[src/rtl/conv_clamp_cal_regs.svh]
/*
 * Register indexes, field positions, reset values and codes of the converter
 * clamp and calibration register bank.
 * Assumes the includer multiplies an index by four to form the byte address.
 */
`ifndef CONV_CLAMP_CAL_REGS_SVH
`define CONV_CLAMP_CAL_REGS_SVH

`define CONV_CFG_IDX 8'h07
`define CAL_ENABLE_IDX 8'h08
`define USER_GAIN_IDX 8'h09
`define OUTPUT_MODE_IDX 8'h10
`define CLAMP_STATUS_IDX 8'h11

`define ARM_SEL_LSB 0
`define NEG_CLAMP_LSB 2
`define POS_CLAMP_LSB 6
`define CLAMP_MODE_LSB 10

`define CONV_CFG_RESET 16'h0000
`define CAL_ENABLE_RESET 16'h0000
`define USER_GAIN_RESET 16'h0000
`define NEG_CLAMP_RESET 4'h0
`define ARM_SEL_RESET 2'h0

`define CLAMP_MODE_TRACK 2'h0
`define CLAMP_MODE_USER 2'h1
`define CLAMP_MODE_AUTO 2'h2

`define NEG_VOLT_9 4'h2
`define NEG_VOLT_15 4'h7
`define NEG_VOLT_18 4'h9
`define POS_VOLT_9 4'h3
`define POS_VOLT_15 4'h8
`define POS_VOLT_18 4'h9
`define CLAMP_LAST_VALID 4'h9

`define HTRANS_NONSEQ 2'h2
`define HSIZE_WORD 3'h2

`endif

[src/rtl/conv_clamp_cal_pkg.sv]
/*
 * Types shared by the converter clamp and calibration register bank.
 * Defines the arm select codes itself; the other numbers come from the constants header.
 */
package conv_clamp_cal_pkg;

    typedef enum logic [1:0] {
        ARM_OFF = 2'h0,
        ARM_POS = 2'h1,
        ARM_BOTH = 2'h2,
        ARM_SPARE = 2'h3
    } arm_select_t;

    typedef struct packed {
        logic pos_arm_en;
        logic neg_arm_en;
        logic [1:0] clamp_config_mode;
        logic [3:0] positive_clamp_select;
        logic [3:0] negative_clamp_select;
        logic pos_clamp_valid;
        logic neg_clamp_valid;
        logic voltage_mode;
    } conv_ctrl_t;

    typedef struct packed {
        logic valid;
        logic [15:0] data;
    } chan_word_t;

endpackage

[src/rtl/cal_gain_path.sv]
/*
 * Channel data path that applies the user gain word when calibration is on.
 * Assumes its inputs come from logic on the same clock and an already
 * synchronised active-low reset.
 */
`timescale 1ns/100ps

module cal_gain_path
    import conv_clamp_cal_pkg::*;
(
    // Clock and reset
    input wire logic clk,
    input wire logic rst_n,
    // Controls
    input wire logic cal_on,
    input wire logic [15:0] user_gain_word,
    // Data
    input wire chan_word_t data_in,
    output chan_word_t data_out
);

    chan_word_t next_out;
    logic [32:0] product;

    // Gain is 1 + word/65536, so a zero word is unity and the top saturates.
    always_comb begin
        product = {1'b0, data_in.data} * {1'b1, user_gain_word};
        next_out.valid = data_in.valid;
        if (cal_on) begin // RL5
            next_out.data = (product[32] != 1'b0) ? 16'hffff : product[31:16];
        end else begin
            next_out.data = data_in.data; // RL9
        end
    end

    always_ff @(posedge clk or negedge rst_n) begin
        if (!rst_n) begin
            data_out <= '0;
        end else begin
            data_out <= next_out;
        end
    end

endmodule // cal_gain_path

[src/rtl/conv_clamp_cal_regs.sv]
/*
 * AHB-Lite register bank for the converter clamp, arm and calibration
 * settings, driving converter control and the calibrated channel data.
 * Assumes a single AHB-Lite master and word-only transfers on a 100 MHz clk.
 */
// Register access over AHB-Lite was left to the implementer.
// Summary of operation
// [RL1] Negative clamp field bits 5:2, reset zero; codes 101x and 11xx invalid.
// [RL2] In voltage mode only negative clamp codes 0010, 0111, 1001 are valid.
// [RL3] Arm field bits 1:0: 00 both off, 01 positive only, 10 negative on.
// [RL4] Calibration enable register at 0x08, reset zero, bits 15:1 read/write.
// [RL5] Calibration enable bit 0 turns on calibration of channel data.
// [RL6] Gain calibration register at 0x09, reset zero.
// [RL7] Clamp select fields take writes only while clamp mode holds 01.
// [RL8] Gain register holds a sixteen-bit read/write user gain word.
// [RL9] With calibration off, channel data passes through unchanged.
`timescale 1ns/100ps
`include "conv_clamp_cal_regs.svh"

module conv_clamp_cal_regs
    import conv_clamp_cal_pkg::*;
(
    // Clock and reset
    input wire logic clk,
    input wire logic nrst,
    // AHB-Lite slave
    input wire logic hsel,
    input wire logic [31:0] haddr,
    input wire logic [1:0] htrans,
    input wire logic hwrite,
    input wire logic [2:0] hsize,
    input wire logic hready,
    input wire logic [31:0] hwdata,
    output logic hreadyout,
    output logic hresp,
    output logic [31:0] hrdata,
    // Channel data
    input wire chan_word_t chan_in,
    output chan_word_t chan_out,
    // Converter control
    output conv_ctrl_t conv_ctrl
);

    logic rst_meta_n;
    logic rst_n;
    logic wr_pend;
    logic [7:0] wr_idx;
    logic [1:0] clamp_mode;
    logic [3:0] pos_clamp;
    logic [3:0] neg_clamp;
    logic [1:0] arm_sel;
    logic [15:0] cal_enable;
    logic [15:0] user_gain;
    logic voltage_mode;
    logic next_wr_pend;
    logic [7:0] next_wr_idx;
    logic [1:0] next_clamp_mode;
    logic [3:0] next_pos_clamp;
    logic [3:0] next_neg_clamp;
    logic [1:0] next_arm_sel;
    logic [15:0] next_cal_enable;
    logic [15:0] next_user_gain;
    logic next_voltage_mode;
    logic [31:0] next_hrdata;
    conv_ctrl_t next_conv_ctrl;
    logic addr_phase;
    logic [7:0] addr_idx;

    // Reset is asserted at once but released through two stages.
    always_ff @(posedge clk or negedge nrst) begin
        if (!nrst) begin
            rst_meta_n <= 1'b0;
            rst_n <= 1'b0;
        end else begin
            rst_meta_n <= 1'b1;
            rst_n <= rst_meta_n;
        end
    end

    // An address outside the low kilobyte or off a word boundary maps nowhere.
    function automatic logic idx_mapped(input logic [31:0] addr, input logic [7:0] idx);
        idx_mapped = (addr[31:10] == 22'h0) && (addr[1:0] == 2'h0) && (addr[9:2] == idx);
    endfunction

    function automatic logic neg_clamp_ok(input logic [3:0] code, input logic volt);
        if (code > `CLAMP_LAST_VALID) begin
            neg_clamp_ok = 1'b0; // RL1
        end else if (volt) begin
            neg_clamp_ok = (code == `NEG_VOLT_9) || (code == `NEG_VOLT_15) ||
                (code == `NEG_VOLT_18); // RL2
        end else begin
            neg_clamp_ok = 1'b1;
        end
    endfunction

    function automatic logic pos_clamp_ok(input logic [3:0] code, input logic volt);
        pos_clamp_ok = !volt || (code == `POS_VOLT_9) || (code == `POS_VOLT_15) ||
            (code == `POS_VOLT_18);
    endfunction

    assign addr_phase = hsel && hready && (htrans == `HTRANS_NONSEQ) &&
        (hsize == `HSIZE_WORD);
    assign addr_idx = haddr[9:2];

    // Register file next state; the data phase write lands at its closing edge.
    always_comb begin
        next_clamp_mode = clamp_mode;
        next_pos_clamp = pos_clamp;
        next_neg_clamp = neg_clamp;
        next_arm_sel = arm_sel;
        next_cal_enable = cal_enable;
        next_user_gain = user_gain;
        next_voltage_mode = voltage_mode;
        if (wr_pend) begin
            unique case (wr_idx)
                `CONV_CFG_IDX: begin
                    next_clamp_mode = hwdata[`CLAMP_MODE_LSB +: 2];
                    next_arm_sel = hwdata[`ARM_SEL_LSB +: 2]; // RL3
                    if (clamp_mode == `CLAMP_MODE_USER) begin
                        next_pos_clamp = hwdata[`POS_CLAMP_LSB +: 4]; // RL7
                        next_neg_clamp = hwdata[`NEG_CLAMP_LSB +: 4]; // RL1
                    end
                end
                `CAL_ENABLE_IDX: begin
                    next_cal_enable = hwdata[15:0]; // RL4
                end
                `USER_GAIN_IDX: begin
                    next_user_gain = hwdata[15:0]; // RL8
                end
                `OUTPUT_MODE_IDX: begin
                    next_voltage_mode = hwdata[0];
                end
                default: begin
                end
            endcase
        end
    end

    // Bus side: reads see a write that completes on the same edge.
    always_comb begin
        next_wr_pend = addr_phase && hwrite && (haddr[31:10] == 22'h0) &&
            (haddr[1:0] == 2'h0);
        next_wr_idx = addr_idx;
        next_hrdata = hrdata;
        if (addr_phase && !hwrite) begin
            next_hrdata = 32'h0;
            if (idx_mapped(haddr, `CONV_CFG_IDX)) begin
                next_hrdata[11:0] = {next_clamp_mode, next_pos_clamp, next_neg_clamp,
                    next_arm_sel};
            end else if (idx_mapped(haddr, `CAL_ENABLE_IDX)) begin
                next_hrdata[15:0] = next_cal_enable;
            end else if (idx_mapped(haddr, `USER_GAIN_IDX)) begin
                next_hrdata[15:0] = next_user_gain; // RL6
            end else if (idx_mapped(haddr, `OUTPUT_MODE_IDX)) begin
                next_hrdata[0] = next_voltage_mode;
            end else if (idx_mapped(haddr, `CLAMP_STATUS_IDX)) begin
                next_hrdata[3:0] = {next_conv_ctrl.neg_arm_en, next_conv_ctrl.pos_arm_en,
                    next_conv_ctrl.pos_clamp_valid, next_conv_ctrl.neg_clamp_valid};
            end
        end
    end

    // Converter control follows the register values from the same edge.
    always_comb begin
        next_conv_ctrl.pos_arm_en = (next_arm_sel == ARM_POS) || (next_arm_sel == ARM_BOTH);
        next_conv_ctrl.neg_arm_en = (next_arm_sel == ARM_BOTH); // RL3
        next_conv_ctrl.clamp_config_mode = next_clamp_mode;
        next_conv_ctrl.positive_clamp_select = next_pos_clamp;
        next_conv_ctrl.negative_clamp_select = next_neg_clamp;
        next_conv_ctrl.pos_clamp_valid = pos_clamp_ok(next_pos_clamp, next_voltage_mode);
        next_conv_ctrl.neg_clamp_valid = neg_clamp_ok(next_neg_clamp, next_voltage_mode);
        next_conv_ctrl.voltage_mode = next_voltage_mode;
    end

    always_ff @(posedge clk or negedge rst_n) begin
        if (!rst_n) begin
            wr_pend <= 1'b0;
            wr_idx <= 8'h00;
            clamp_mode <= `CLAMP_MODE_TRACK;
            pos_clamp <= 4'h0;
            neg_clamp <= `NEG_CLAMP_RESET;
            arm_sel <= `ARM_SEL_RESET;
            cal_enable <= `CAL_ENABLE_RESET;
            user_gain <= `USER_GAIN_RESET;
            voltage_mode <= 1'b0;
            hrdata <= 32'h0;
            hreadyout <= 1'b1;
            hresp <= 1'b0;
            conv_ctrl <= '0;
        end else begin
            wr_pend <= next_wr_pend;
            wr_idx <= next_wr_idx;
            clamp_mode <= next_clamp_mode;
            pos_clamp <= next_pos_clamp;
            neg_clamp <= next_neg_clamp;
            arm_sel <= next_arm_sel;
            cal_enable <= next_cal_enable;
            user_gain <= next_user_gain;
            voltage_mode <= next_voltage_mode;
            hrdata <= next_hrdata;
            hreadyout <= 1'b1;
            hresp <= 1'b0;
            conv_ctrl <= next_conv_ctrl;
        end
    end

    cal_gain_path u_cal_gain_path (
        .clk(clk),
        .rst_n(rst_n),
        .cal_on(cal_enable[0]), // RL5
        .user_gain_word(user_gain),
        .data_in(chan_in),
        .data_out(chan_out)
    );
endmodule // conv_clamp_cal_regs

[config.mk]
export PLATFORM = sky130hd
export DESIGN_NAME = conv_clamp_cal_regs
export DESIGN_NICKNAME = d
export VERILOG_FILES = /design/src/rtl/conv_clamp_cal_pkg.sv /design/src/rtl/cal_gain_path.sv /design/src/rtl/conv_clamp_cal_regs.sv
export VERILOG_INCLUDE_DIRS = /design/src /design/src/rtl
export SDC_FILE = /design/constraint.sdc
export NUM_CORES = 1
export LEC_CHECK = 0
export BUFFER_PORTS_ARGS = -buffer_cell sky130_fd_sc_hd__buf_2
export CAP_MARGIN = 20
export CELL_PAD_IN_SITES_DETAIL_PLACEMENT = 1
export CELL_PAD_IN_SITES_GLOBAL_PLACEMENT = 1
export CORE_MARGIN = 8
export CORE_UTILIZATION = 28
export CTS_BUF_LIST = sky130_fd_sc_hd__clkbuf_8
export CTS_CLUSTER_DIAMETER = 60
export DETAILED_ROUTE_END_ITERATION = 12
export PLACE_DENSITY = 0.58
export SYNTH_ARGS = -nofsm -noshare
export SYNTH_HDL_FRONTEND = slang
export SYNTH_SLANG_ARGS = --single-unit
[constraint.sdc]
create_clock -name clk -period 2.92 [get_ports clk]
set_input_delay 0.146 -clock clk [delete_from_list [all_inputs] [get_ports clk]]
set_output_delay 0.146 -clock clk [all_outputs]
set_load 0.03 [all_outputs]
==> results_dict.tcl <==
set metrics [dict create \
    critical_path.cell_chain "buf_6 -> and2_4 -> fa_1 -> inv_1 -> fa_2 -> fa_2 -> inv_2 -> fa_2 -> fa_1 -> inv_1 -> fa_1 -> inv_2 -> ha_4 -> nand3_4 -> a211oi_4 -> o21ai_4 -> a21oi_4 -> a2bb2oi_4 -> a221o_1 -> a21oi_4 -> xnor2_4 -> buf_6 -> a31oi_2" \
    totalWireLength_mm 37.7 \
    status "finished with violations" \
    failed_checks "negative setup slack" \
    detailroute.wirelength.met2_mm 20.9 \
    critPathCaptureType "register" \
    hold_path.class "in -> reg" \
    worst_hold_slack_ns 0.0347 \
    syn-mean-instance-area_sq_um 9.77 \
    worstHoldPathCells 2 \
    fin_ws_ns -2.98 \
    die_y_microns 226 \
    grt_use_total_pct 15.0 \
    fillCellCount 5045 \
    synth_edf_count 0 \
    hold_violations 0 \
    timing.critical_path.max_delay_family "adder cells" \
    synthArstFlopShare_pct 100 \
    area_of_the_multi_input_gates_sq_um 9270 \
    ys_types 67 \
    criticalPathCategory "reg -> reg" \
    via_per_inst 4.52 \
    worst_path_largest_cell_delay_ns 0.54 \
    crit_buf_inv 6 \
    clock_skew_ns 0.0177 \
    clk_latency_ns 0.40 \
    setup_viol_count_final 16 \
    synth_flop_cell "dfrtp_1" \
    wl_met3_microns 728 \
    design_area_sq_um 15600 \
    die_w_microns 226 \
    pwr-share-seq_pct 8.0 \
    timing.hold.worst_endpoint "cal_enable[13]$_DFF_PN0_" \
    origin_of_the_critical_flop_to_flop_path "user_gain[6]$_DFF_PN0_" \
    first_global_vias 11100 \
    tritoncts_clock_tree "built" \
    area.sequential_sq_um 2340 \
    post-route-period-util_pct 202 \
    synth_seq_area_share_pct 18.9 \
    clk_pin_slew_worst_paths_ns 0.11 \
    holdCritStartpoint "hwdata[13]" \
    design.portCount 157 \
    detail_route.wl_per_cell_microns 17.8 \
    post_route_cells_drive_above_1_share_pct 29.0 \
    rrSetupSlack_ns -2.98 \
    grt.overflow.total 0 \
    syn2layout_area_growth_pct 26.3 \
    reg2regPathDepth 23 \
    post_dp_cell_area_sq_um 14600 \
    net_switching_power_of_the_design_mw 9.81 \
    critical_path_peak_fanout 7 \
    cellInternalPower_mw 11.3 \
    combinational_group_share_of_total_power_pct 87.1 \
    wl_met1_mm 15.1 \
    design.final.nets 1925 \
    clock-root-buffer "clkbuf_8" \
    gp_congestion 0.820 \
    pin_count_of_the_biggest_net_entering_global_routing 68 \
    power_density_nw_per_um2 1360 \
    total_leakage_power_nw 7.74 \
    overall_die_area_sq_um 51000 \
    maxSlewHeadroom_pct 41.4 \
    first_iter_violations 255 \
    final_max_slew_viol_count 0 \
    yosys_warnings 0 \
    timing.critical_path.from_type "register" \
    power_switching_share_pct 46.4 \
    clock_buffers_created_by_tritoncts 9 \
    starting_density_of_the_core_pct 28.1 \
    io_buffers 122 \
    cts_sinks 93 \
    detailed_place_hpwl_mm 31.9 \
    rsz_0062_raised_after_global_routing "true" \
    initial_antenna_violation_count 2 \
    cts_max_level 3 \
    drcViolationCount 0 \
    crit_slowest_cell "fa_2" \
    drt.antenna.violating_nets 0 \
    yosys_register_bits 93 \
    final.min_clock_period_ns 5.90 \
    router_iterations_before_antenna_repair 4 \
    grt_pass1_wl_mm 59.9 \
    max_freq_ghz 0.169 \
    synth.cell_area_sq_um 12300 \
    netlist_instances 1263 \
    cts.path.max_buffers 2 \
    crit_arrival_ns 6.16 \
    dr_total_vias 9597 \
    tightest_slew_ns 0.879 \
    max_cap_viol_count 0 \
    row_count 77 \
    regToRegEndpoint "u_cal_gain_path.data_out[0]$_DFF_PN0_" \
    floorplan.core_area_sq_um 43800 \
    top_signal_layer_used "met5" \
    clkPwrFrac_pct 4.9 \
    ir_worst_vdd_mv 1.52 \
    critPathRequiredTime_ns 3.18 \
]
repair_timing:
action / 4_1_cts / 5_1_grt
endpoints found under the hold margin: 13 / 0
endpoints found under the setup margin: 16 / 16
pin swaps: 28 / 47
gates cloned: 0 / 1
buffers inserted: 18 / 8
hold buffers: 12 / 0
gates resized for setup: 48 / 55
layer usage:
layer / vias to the layer above / global-route usage (%)
met5: - / 0
met4: 2 / 4.84
met3: 43 / 1.66
met2: 106 / 28.8
met1: 5043 / 17.1
li1: 4403 / -
registers in the layout, summed over array words and instances, names as in the netlist:
register,flops
u_cal_gain_path.data_out,17
rst_meta_n,1
voltage_mode,1
user_gain,16
rst_n,1
wr_pend,1
conv_ctrl,4
neg_clamp,4
pos_clamp,4
hrdata,16
clamp_mode,2
arm_sel,2
wr_idx,8
cal_enable,16
power by group through the flow:
stage	Sequential [mW]	Combinational, mW	Clock, mW
detailed placement	1.72	15.2	0
global route	1.71	20.6	1.12
CTS	1.69	17.2	1.08
global placement	1.72	15.0	0
finish	1.69	18.4	1.03
floorplan	1.97	9.24	0
worst max-delay path by stage:
stage	from	endpoint	depth (start not counted)
detailed placement	user_gain[10]$_DFF_PN0_	u_cal_gain_path.data_out[11]$_DFF_PN0_	19
global placement	user_gain[10]$_DFF_PN0_	u_cal_gain_path.data_out[10]$_DFF_PN0_	19
CTS	user_gain[7]$_DFF_PN0_	u_cal_gain_path.data_out[2]$_DFF_PN0_	20
floorplan	user_gain[7]$_DFF_PN0_	u_cal_gain_path.data_out[11]$_DFF_PN0_	22
finish	user_gain[6]$_DFF_PN0_	u_cal_gain_path.data_out[0]$_DFF_PN0_	23
global route	user_gain[13]$_DFF_PN0_	u_cal_gain_path.data_out[7]$_DFF_PN0_	21
layout by cell type, fill, tap and decap left out, drive strengths merged, types with 6 or more instances in the layout:
master	instances
a211oi	6
a21oi	24
a221o	6
a31oi	15
and2	118
buf	288
clkbuf	10
conb	19
dfrtp	93
dlygate4sd3	12
fa	207
ha	103
inv	238
mux2	41
nand2	164
nand2b	7
nand4	9
nor2	34
nor3	14
nor4	9
o21ai	19
xnor2	10
xor2	8
cells by family (layout without fill, tap and decap cells):
logic type      count (synthesis)  in the layout  share of synthesized area, %
simple gates                  383            383                          15.8
fa+ha+maj                     310            310                          44.0
buf+inv                       304            553                          9.94
compound gates                107            107                          5.85
flops                          93             93                          18.9
mux                            46             46                          4.18
xor+xnor                       18             18                          1.28
other cells                     2             20                        0.0609
through the flow:
step	power, mW	setup TNS [ns]	utilization (%)	std cells	setup WS (ns)
after floorplan	11.2	-42.69	-	1280	-2.74
after global placement	16.7	-57.39	33.2	2067	-3.60
after detailed placement	17.0	-59.67	33.2	2067	-3.77
after CTS	20.0	-48.56	34.9	2113	-3.06
after global routing	23.5	-50.59	35.5	2122	-3.19
final	21.1	-47.29	35.5	2122	-2.98
cells in the mapped netlist, types with 17 or more instances:
master | instances | area, sq um
a21oi_1 | 24 | 120
and2_1 | 118 | 738
buf_4 | 19 | 143
clkbuf_1 | 43 | 161
dfrtp_1 | 93 | 2330
fa_1 | 207 | 4140
ha_1 | 103 | 1290
inv_1 | 236 | 886
mux2_2 | 40 | 450
nand2_1 | 164 | 616
nor2_1 | 34 | 128
o21ai_0 | 17 | 85.1
area by class of cell:
type,instances,area share [%]
sequential,93,15.0
clock buffer,10,0.883
timing repair buffer,300,13.5
clock inverter,6,0.602
antenna,1,0.0161
inverter,237,5.71
tap,592,4.75
multi-input combinational,883,59.5
Power figures use the tool's default switching activity.
